`src/inc/iocdma_cfg.svh`:
```
`ifndef IOCDMA_CFG_SVH
`define IOCDMA_CFG_SVH

// ****************************************************************
// clock and timing
// ****************************************************************
// system clock rate in MHz (10 ns period)
`define IOCDMA_CLK_MHZ        100
// longest register read or setup time on the card side
`define IOCDMA_REG_SETUP_NS   50
// data setup margin on the bus before the strobe falls
`define IOCDMA_BUS_MARGIN_NS  30
// least delay, rounded up to whole cycles
`define IOCDMA_DELAY_CYC      (((`IOCDMA_REG_SETUP_NS + \
  `IOCDMA_BUS_MARGIN_NS) * `IOCDMA_CLK_MHZ + 999) / 1000)

// ****************************************************************
// data path
// ****************************************************************
`define IOCDMA_DATA_W         16
`define IOCDMA_FIFO_DEPTH     32
`define IOCDMA_CHANS          2

`endif

```
`src/inc/iocdma_pkg.sv`:
```
`include "iocdma_cfg.svh"

package iocdma_pkg;

  // ****************************************************************
  // types
  // ****************************************************************
  typedef logic [`IOCDMA_DATA_W-1:0] iocdma_word_t;
  typedef logic [`IOCDMA_CHANS-1:0]  iocdma_chan_t;
  typedef logic [7:0]                iocdma_cnt_t;

  // handshake sequencer states
  typedef enum logic [1:0] {
    ST_IDLE     = 2'b00,
    ST_WAIT_ACK = 2'b01,
    ST_DELAY    = 2'b10,
    ST_READY    = 2'b11
  } iocdma_state_t;

endpackage

```
`src/inc/iocdma_stream_if.sv`:
```
`timescale 1ns/1ps

// ****************************************************************
// valid/ready word stream
// ****************************************************************
interface iocdma_stream_if #(
  parameter int W = 16
);
  logic [W-1:0] data;
  logic         valid;
  logic         ready;

  // producer side
  modport src (output data, output valid, input ready);
  // consumer side
  modport snk (input data, input valid, output ready);
endinterface

```
`src/hdl/iocdma_card.sv`:
```
// Contract
// [RL1] Software enables each channel by its own bit in write register 3 before any request.
// [RL2] An enabled channel with an internal request pulls its request line low.
// [RL3] The data buffer is enabled while either channel grant is asserted.
// [RL4] In register cycles the buffer direction follows the read/not-write line.
// [RL5] In DMA cycles the buffer direction is the inverse of read/not-write.
// [RL6] The ready strobe uses the same delay scheme as the register transfer ack.
// [RL7] With read/not-write high the ready delay starts at once.
// [RL8] With read/not-write low the delay waits for the memory's transfer ack.
// [RL9] The delay covers the register setup time plus a 30 ns bus margin.
// [RL10] The card may watch the controller's completion line for block end.
// [RL11] Strobe and buffer drop once the channel grant is withdrawn.
`timescale 1ns/1ps
`include "iocdma_cfg.svh"

module iocdma_card (
  input  wire logic                 i_clk,
  input  wire logic                 i_rst,
  // per-channel enables from card write register 3
  input  wire iocdma_pkg::iocdma_chan_t i_chan_xfer_allow,
  // card-side requests and data
  input  wire logic                 i_tx_valid,
  input  wire iocdma_pkg::iocdma_word_t i_tx_data,
  output logic                      o_tx_ready,
  input  wire logic                 i_rx_request,
  output iocdma_pkg::iocdma_word_t  o_rx_data,
  output logic                      o_rx_valid,
  output logic                      o_block_done,
  // backplane pins
  input  wire iocdma_pkg::iocdma_chan_t i_chan_xfer_grant_n,
  input  wire logic                 i_bus_read_not_write,
  input  wire logic                 i_reg_strobe_n,
  input  wire logic                 i_transfer_ack_n,
  input  wire logic                 i_dma_done_n,
  input  wire iocdma_pkg::iocdma_word_t i_bus_data,
  output iocdma_pkg::iocdma_word_t  o_bus_data,
  output logic                      o_bus_data_oe,
  output logic                      o_chan0_xfer_request_n,
  output logic                      o_chan1_xfer_request_n,
  output logic                      o_buf_enable,
  output logic                      o_buf_to_bus,
  output logic                      o_xfer_ready_strobe_n,
  output logic                      o_transfer_ack_n,
  output logic                      o_transfer_ack_oe
);
  import iocdma_pkg::*;

  // ****************************************************************
  // constants
  // ****************************************************************
  // delay length in cycles, at least one
  localparam iocdma_cnt_t DELAY_CYC =
    iocdma_cnt_t'((`IOCDMA_DELAY_CYC < 1) ? 1 : `IOCDMA_DELAY_CYC);
  localparam int SYNC_W = 2 + 4 + `IOCDMA_DATA_W;

  // ****************************************************************
  // pin synchronisers
  // ****************************************************************
  logic [SYNC_W-1:0] meta_q, meta_d;
  logic [SYNC_W-1:0] sync_q, sync_d;

  iocdma_chan_t s_grant_n;
  logic         s_rnw;
  logic         s_reg_n;
  logic         s_ack_n;
  logic         s_done_n;
  iocdma_word_t s_data;

  // every pin passes two flops; only sync_q is read below
  always_comb begin
    meta_d = {i_chan_xfer_grant_n, i_bus_read_not_write,
              i_reg_strobe_n, i_transfer_ack_n, i_dma_done_n,
              i_bus_data};
    sync_d = meta_q;
  end

  // idle levels keep the card quiet during reset
  always_ff @(posedge i_clk or posedge i_rst) begin
    if (i_rst) begin
      meta_q <= {6'h3f, {`IOCDMA_DATA_W{1'b0}}};
      sync_q <= {6'h3f, {`IOCDMA_DATA_W{1'b0}}};
    end else begin
      meta_q <= meta_d;
      sync_q <= sync_d;
    end
  end

  assign {s_grant_n, s_rnw, s_reg_n, s_ack_n, s_done_n, s_data} = sync_q;

  // ****************************************************************
  // outbound word buffer
  // ****************************************************************
  iocdma_stream_if #(.W(`IOCDMA_DATA_W)) tx_in ();
  iocdma_stream_if #(.W(`IOCDMA_DATA_W)) tx_out ();

  logic pop;

  assign tx_in.data   = i_tx_data;
  assign tx_in.valid  = i_tx_valid;
  assign o_tx_ready   = tx_in.ready;  // registered inside the fifo
  assign tx_out.ready = pop;

  // stalls the source once all 32 words are held
  iocdma_fifo #(
    .W     (`IOCDMA_DATA_W),
    .DEPTH (`IOCDMA_FIFO_DEPTH)
  ) u_tx_fifo (
    .i_clk (i_clk),
    .i_rst (i_rst),
    .s_in  (tx_in),
    .s_out (tx_out)
  );

  // ****************************************************************
  // handshake sequencer
  // ****************************************************************
  iocdma_state_t st_q, st_d;
  iocdma_cnt_t   cnt_q, cnt_d;
  logic          dma_q, dma_d;      // cycle is a dma cycle
  logic          rnw_q, rnw_d;      // read/not-write latched at start
  iocdma_word_t  rx_data_q, rx_data_d;
  logic          rx_valid_q, rx_valid_d;
  logic          grant_act;
  logic          active;

  // either grant low means a dma cycle for this card
  assign grant_act = ~&s_grant_n;
  // what keeps the current cycle open
  assign active    = dma_q ? grant_act : ~s_reg_n;

  // next state; grant beats a register strobe if both appear
  always_comb begin
    st_d       = st_q;
    cnt_d      = cnt_q;
    dma_d      = dma_q;
    rnw_d      = rnw_q;
    rx_data_d  = rx_data_q;
    rx_valid_d = 1'b0;
    pop        = 1'b0;
    unique case (st_q)
      ST_IDLE: begin
        cnt_d = '0;
        if (grant_act) begin
          dma_d = 1'b1;
          rnw_d = s_rnw;
          // high: start now; low: wait for memory ack
          st_d  = s_rnw ? ST_DELAY : ST_WAIT_ACK;      // [RL7] [RL8]
        end else if (!s_reg_n) begin
          dma_d = 1'b0;
          rnw_d = s_rnw;
          st_d  = ST_DELAY;                             // [RL6]
        end
      end
      ST_WAIT_ACK: begin
        if (!active) begin
          st_d = ST_IDLE;                               // [RL11]
        end else if (!s_ack_n) begin
          st_d = ST_DELAY;                              // [RL8]
        end
      end
      ST_DELAY: begin
        if (!active) begin
          st_d = ST_IDLE;                               // [RL11]
        end else if (cnt_q == DELAY_CYC - 1'b1) begin
          st_d      = ST_READY;                         // [RL9]
          rx_data_d = s_data;
        end else begin
          cnt_d = iocdma_cnt_t'(cnt_q + 1'b1);
        end
      end
      ST_READY: begin
        // one word moves per granted cycle, at its close
        if (!active) begin
          st_d = ST_IDLE;                               // [RL11]
          if (dma_q && !rnw_q) begin
            pop = 1'b1;
          end
          if (dma_q && rnw_q) begin
            rx_valid_d = 1'b1;
          end
        end
      end
    endcase
  end

  always_ff @(posedge i_clk or posedge i_rst) begin
    if (i_rst) begin
      st_q       <= ST_IDLE;
      cnt_q      <= '0;
      dma_q      <= 1'b0;
      rnw_q      <= 1'b0;
      rx_data_q  <= '0;
      rx_valid_q <= 1'b0;
    end else begin
      st_q       <= st_d;
      cnt_q      <= cnt_d;
      dma_q      <= dma_d;
      rnw_q      <= rnw_d;
      rx_data_q  <= rx_data_d;
      rx_valid_q <= rx_valid_d;
    end
  end

  assign o_rx_data  = rx_data_q;
  assign o_rx_valid = rx_valid_q;

  // ****************************************************************
  // backplane outputs
  // ****************************************************************
  logic         req0_n_q, req0_n_d;
  logic         req1_n_q, req1_n_d;
  logic         buf_en_q, buf_en_d;
  logic         to_bus_q, to_bus_d;
  logic         oe_q, oe_d;
  iocdma_word_t bus_data_q, bus_data_d;
  logic         rdy_n_q, rdy_n_d;
  logic         ack_oe_q, ack_oe_d;
  logic         done_prev_q, done_prev_d;
  logic         done_q, done_d;

  // ready and ack outputs follow next state so the pins need no extra gates
  always_comb begin
    // requests gated by the software enables
    req0_n_d = ~(i_chan_xfer_allow[0] & tx_out.valid);   // [RL1] [RL2]
    req1_n_d = ~(i_chan_xfer_allow[1] & i_rx_request);   // [RL1] [RL2]
    // buffer open for a grant or a register strobe
    buf_en_d = grant_act | ~s_reg_n;                     // [RL3] [RL11]
    // dma turns the line round since it describes memory
    to_bus_d = grant_act ? ~s_rnw : s_rnw;               // [RL4] [RL5]
    // only dma words come from the fifo
    oe_d       = grant_act & ~s_rnw & tx_out.valid;
    bus_data_d = tx_out.data;
    // same delay drives the dma ready strobe and the register ack
    rdy_n_d  = ~((st_d == ST_READY) & dma_d);            // [RL6]
    ack_oe_d = (st_d == ST_READY) & ~dma_d;              // [RL6]
    // completion edge; optional for software
    done_prev_d = s_done_n;
    done_d      = done_prev_q & ~s_done_n;               // [RL10]
  end

  always_ff @(posedge i_clk or posedge i_rst) begin
    if (i_rst) begin
      req0_n_q    <= 1'b1;
      req1_n_q    <= 1'b1;
      buf_en_q    <= 1'b0;
      to_bus_q    <= 1'b0;
      oe_q        <= 1'b0;
      bus_data_q  <= '0;
      rdy_n_q     <= 1'b1;
      ack_oe_q    <= 1'b0;
      done_prev_q <= 1'b1;
      done_q      <= 1'b0;
    end else begin
      req0_n_q    <= req0_n_d;
      req1_n_q    <= req1_n_d;
      buf_en_q    <= buf_en_d;
      to_bus_q    <= to_bus_d;
      oe_q        <= oe_d;
      bus_data_q  <= bus_data_d;
      rdy_n_q     <= rdy_n_d;
      ack_oe_q    <= ack_oe_d;
      done_prev_q <= done_prev_d;
      done_q      <= done_d;
    end
  end

  assign o_chan0_xfer_request_n = req0_n_q;
  assign o_chan1_xfer_request_n = req1_n_q;
  assign o_buf_enable           = buf_en_q;
  assign o_buf_to_bus           = to_bus_q;
  assign o_bus_data_oe          = oe_q;
  assign o_bus_data             = bus_data_q;
  assign o_xfer_ready_strobe_n  = rdy_n_q;
  // open drain: pulls low only while enabled
  assign o_transfer_ack_n       = 1'b0;
  assign o_transfer_ack_oe      = ack_oe_q;
  assign o_block_done           = done_q;
endmodule

```
`src/hdl/iocdma_fifo.sv`:
```
`timescale 1ns/1ps

// ****************************************************************
// flip-flop fifo, registered flags
// ****************************************************************
module iocdma_fifo #(
  parameter int W     = 16,
  parameter int DEPTH = 32
) (
  input  wire logic       i_clk,
  input  wire logic       i_rst,
  iocdma_stream_if.snk    s_in,
  iocdma_stream_if.src    s_out
);
  localparam int AW = $clog2(DEPTH);

  logic [W-1:0] mem_q [DEPTH];
  logic [AW-1:0] wr_q, wr_d, rd_q, rd_d;
  logic [AW:0]   cnt_q, cnt_d;
  logic          in_rdy_q, in_rdy_d, out_vld_q, out_vld_d;
  logic          push, pop;

  assign s_in.ready  = in_rdy_q;
  assign s_out.valid = out_vld_q;
  assign s_out.data  = mem_q[rd_q];

  // next pointers, count and flags
  always_comb begin
    push      = s_in.valid & in_rdy_q;
    pop       = s_out.ready & out_vld_q;
    wr_d      = push ? AW'(wr_q + 1'b1) : wr_q;
    rd_d      = pop ? AW'(rd_q + 1'b1) : rd_q;
    cnt_d     = cnt_q + (AW+1)'(push) - (AW+1)'(pop);
    in_rdy_d  = cnt_d != (AW+1)'(DEPTH);   // honest full
    out_vld_d = cnt_d != '0;               // honest empty
  end

  // state registers; storage has no reset
  always_ff @(posedge i_clk or posedge i_rst) begin
    if (i_rst) begin
      wr_q      <= '0;
      rd_q      <= '0;
      cnt_q     <= '0;
      in_rdy_q  <= 1'b0;
      out_vld_q <= 1'b0;
    end else begin
      wr_q      <= wr_d;
      rd_q      <= rd_d;
      cnt_q     <= cnt_d;
      in_rdy_q  <= in_rdy_d;
      out_vld_q <= out_vld_d;
    end
  end

  always_ff @(posedge i_clk) begin
    if (push) begin
      mem_q[wr_q] <= s_in.data;
    end
  end
endmodule

```
`config.mk`:
```
export PLATFORM = sky130hd
export DESIGN_NAME = iocdma_card
export DESIGN_NICKNAME = d
export VERILOG_FILES = /design/src/inc/iocdma_pkg.sv /design/src/inc/iocdma_stream_if.sv /design/src/hdl/iocdma_card.sv /design/src/hdl/iocdma_fifo.sv
export VERILOG_INCLUDE_DIRS = /design/src /design/src/inc
export SDC_FILE = /design/constraint.sdc
export NUM_CORES = 1
export LEC_CHECK = 0
export BUFFER_PORTS_ARGS = -buffer_cell sky130_fd_sc_hd__buf_4
export CORE_UTILIZATION = 61
export CTS_CLUSTER_SIZE = 10
export DETAILED_ROUTE_END_ITERATION = 16
export PLACE_DENSITY = 0.85
export SYNTH_ARGS = -nofsm -noshare
export SYNTH_HDL_FRONTEND = slang
export SYNTH_SLANG_ARGS = --single-unit
```
`constraint.sdc`:
```
create_clock -name i_clk -period 4.38 [get_ports i_clk]
set_input_delay 0.438 -clock i_clk [delete_from_list [all_inputs] [get_ports i_clk]]
set_output_delay 0.438 -clock i_clk [all_outputs]
set_load 0.02 [all_outputs]
```
==> flow_summary_export.csv <==
group,metric,value,unit
power,vdd_drop_max,0.5294,mV
sta,max_slew_margin,22.39,%
cts,clock_path_buffers,3,
synth,yosysWarnings,0,
sta,worst_slack,0.9656,ns
die,start_util,62.34,%
place,hpwl,29110,microns
global_route,grt-ovfl-total,0,
route,drtPass1Iterations,6,
power,p_leak,9.431,nW
power,p_per_area,584.5,mW/mm^2
synth,synth_cell_types,55,
synth,yosys_register_bits,628,
sta,rsz0062_at_grt,"no",
sta,tns,0,ns
synth,synth.area.mux_share,12.98,%
route,ant_nets,0,
die,core_area,0.03784,sq mm
synth,syn_avg_cell_area,20.35,sq um
die,dieArea,0.03947,sq mm
synth,synth_fa_ha_area_share,0.7743,%
synth,synth_edf_count,512,
setup_path,start_kind,"flip-flop",
flow_run,maxCapViolCount,0,
cts,htree_levels,3,
worst_hold_path,worstHoldPathType,"primary input to async pin",
setup_path,critPathRequiredTime,4.85,ns
layout,num_antenna_cells,0,
global_route,grt_pass1_vias,12760,
route,routed_wl,55320,microns
sta,fin_hold_ws,0.09716,ns
synth,syn-instance-count,1159,
synth,ys_seq_area_share,77.56,%
layout,area_growth,15.71,%
synth,syn_area,0.02359,sq mm
setup_path,cp_max_fo,8,
synth,synth_top_area_share,65.17,%
status,status,"complete, no violations",
cts,clock_sinks,628,
route,via_per_inst,6.659,
synth,yosys.area_share.simple,2.031,%
cts,clk_pin_slew_worst_paths,0.06,ns
die,num_rows,71,
die,pin_count,87,
cts,cts_tree,"built",
global_route,grt_first_pass_wirelength,81470,microns
place,gp_congestion,0.8275,
sta,slew_viol_final,0,
setup_path,cp-end-kind,"flip-flop",
place,io_buffers,85,
route,drc,0,
cts,numCtsBuffers,73,
cts,worstSkewPairLatency,0.59,ns
synth,synth_top_family_by_area,"multiplexers",
sta,setup-violations-final,0,
layout,drive_above_1_share,26.12,%
synth,async_flop_share,18.47,%
synth,synth.area.top_cells,"edfxtp_1 65%, dfrtp_1 11%, mux4_2 9.4%",
sta,finalHoldViolations,0,
setup_path,worstSetupPathType,"flip-flop to flip-flop",
global_route,grt_usage,29.31,%
sta,min_period,3.414,ns
synth,synth_compound_area_share,4.460,%
setup_path,cp_data_arrival_time,3.88,ns
route,drt_iter0_markers,1450,
synth,synth_top_area_cell,"edfxtp_1",
layout,finalNetCount,1380,
die,die_x,198.7,microns
synth,synth_xor_area_share,0.5569,%
synth,synth.net_count,1217,
global_route,grt_max_degree,84,
sta,fin_skew,0.01953,ns
sta,worst_pin_slew,1.159,ns
sta,max_freq,292.9,MHz
cts,cts_setup_buffers,0,
die,die_y,198.7,microns
power,p_total,0.01595,W
synth,ys.flop_type,"edfxtp_1",
global_route,antenna_found_initial,1,
route,vias,12510,
sta,fin_crit_sh,77.96,%
place,place_ws,1.173,ns
cts,clock-root-buffer,"clkbuf_16",
route,wire_per_inst,29.45,microns
==> state kept, by name (all words and copies together), names as in the netlist, 2 cells and up <==
name	cells
u_tx_fifo.wr_q	5
st_q	2
o_bus_data	16
sync_q	22
o_rx_data	16
u_tx_fifo.cnt_q	6
u_tx_fifo.rd_q	5
meta_q	22
cnt_q	8
u_tx_fifo.mem_q	512
==> synth_stat cells (2+ instances only) <==
cell	n
and2_1	4
a21oi_1	22
xor2_1	5
buf_2	11
inv_1	18
mux2i_1	63
dfrtp_1	100
mux2_4	9
a211oi_1	30
o22ai_1	17
mux4_2	98
nand3b_1	3
nand4_1	6
o31ai_1	2
and3_1	2
buf_4	14
o21ai_1	2
nand3_1	5
edfxtp_1	512
dfstp_2	16
a22o_1	17
buf_6	2
or3_1	3
ha_1	13
o21ai_0	9
nor2b_1	3
xnor2_1	10
mux2_2	8
a21o_1	3
clkbuf_1	34
o221ai_1	16
nor2_1	43
nand2_1	20
a22oi_1	18
==> power by group <==
part,switching (W),total (W),internal [W]
sequential,0.000387,0.00738,0.00699
combinational,0.00167,0.00308,0.00140
clock,0.00227,0.00550,0.00323
total,0.00433,0.0160,0.0116
==> through the flow <==
stage	cells	utilization, %	area (sq um)
finish	1878	72.13	27300
global route	1878	72.13	27300
CTS	1878	72.13	27300
detailed placement	1733	65.89	24940
global placement	1733	65.89	24940
floorplan	1159	-	23590
==> final cells by class <==
| type | instances | area [sq um] |
|---|---|---|
| clock buffer | 117 | 2077 |
| sequential | 628 | 18310 |
| timing repair buffer | 150 | 1226 |
| inverter | 18 | 70.07 |
| clock inverter | 3 | 35.03 |
| tap | 511 | 639.4 |
| multi-input combinational | 451 | 4945 |
| fill | 2064 | 10550 |
==> worst paths after layout <==
check	from	endpoint	slack, ns	cells after the start
min reg2reg	meta_q[15]	sync_q[15]	0.35	0
min in group i_clk	i_tx_data[12]	u_tx_fifo.mem_q[8][12]	0.29	1
max in group asynchronous	i_rst	sync_q[16]	3.18	3
max	sync_q[20]	u_tx_fifo.s_in.ready	0.97	12
max reg2reg	sync_q[20]	u_tx_fifo.s_in.ready	0.97	12
min	i_rst	sync_q[14]	0.1	2
==> metal layers <==
| metal | wire, microns | GRT usage (%) | up-vias |
|---|---|---|---|
| li1 | - | - | 5013 |
| met1 | 19500 | 37.78 | 6440 |
| met2 | 27680 | 48.07 | 898 |
| met3 | 5366 | 5.680 | 154 |
| met4 | 2772 | 14.96 | 0 |
| met5 | 0 | 0 | - |
==> critical path: stages (launching register included) <==
cell and delay, ns:
dfstp_2 0.54, and2_1 0.32, nand4_1 0.24, nor3b_2 0.44
ha_1 0.21, inv_1 0.04, ha_1 0.20, fa_1 0.43
a21o_1 0.20, a21oi_1 0.17, xnor2_1 0.10, nor3_1 0.29
nand2_1 0.10
==> placed cells by master (no fill, tap or decap), drive strengths merged, types with 10 or more instances in the layout <==
cell and instances:
a22o 17, mux2 17, dlygate4sd3 25, edfxtp 512, o22ai 17, nor2 43, dfstp 16, mux2i 63
a21oi 22, inv 20, o221ai 16, a211oi 31, buf 125, a22oi 18, xnor2 10, mux4 98
o21ai 11, nand2 21, dfrtp 100, clkbuf 117, ha 13
==> timing repair <==
item,CTS,global route
hold buffers,25,0
resized for setup,0,0
hold endpoints to repair,24,0
==> kinds of logic (layout without fill, tap and decap cells) <==
logic type               count (synthesis)  in the layout
AND/OR/NAND/NOR                         98             98
XOR/XNOR                                15             15
buffers and inverters                   80            288
flip-flops                             628            628
adder cells (fa/ha/maj)                 14             14
multiplexers                           178            178
AO/OA/AOI/OAI                          145            145
other                                    1              1
Power figures use the tool's default switching activity.
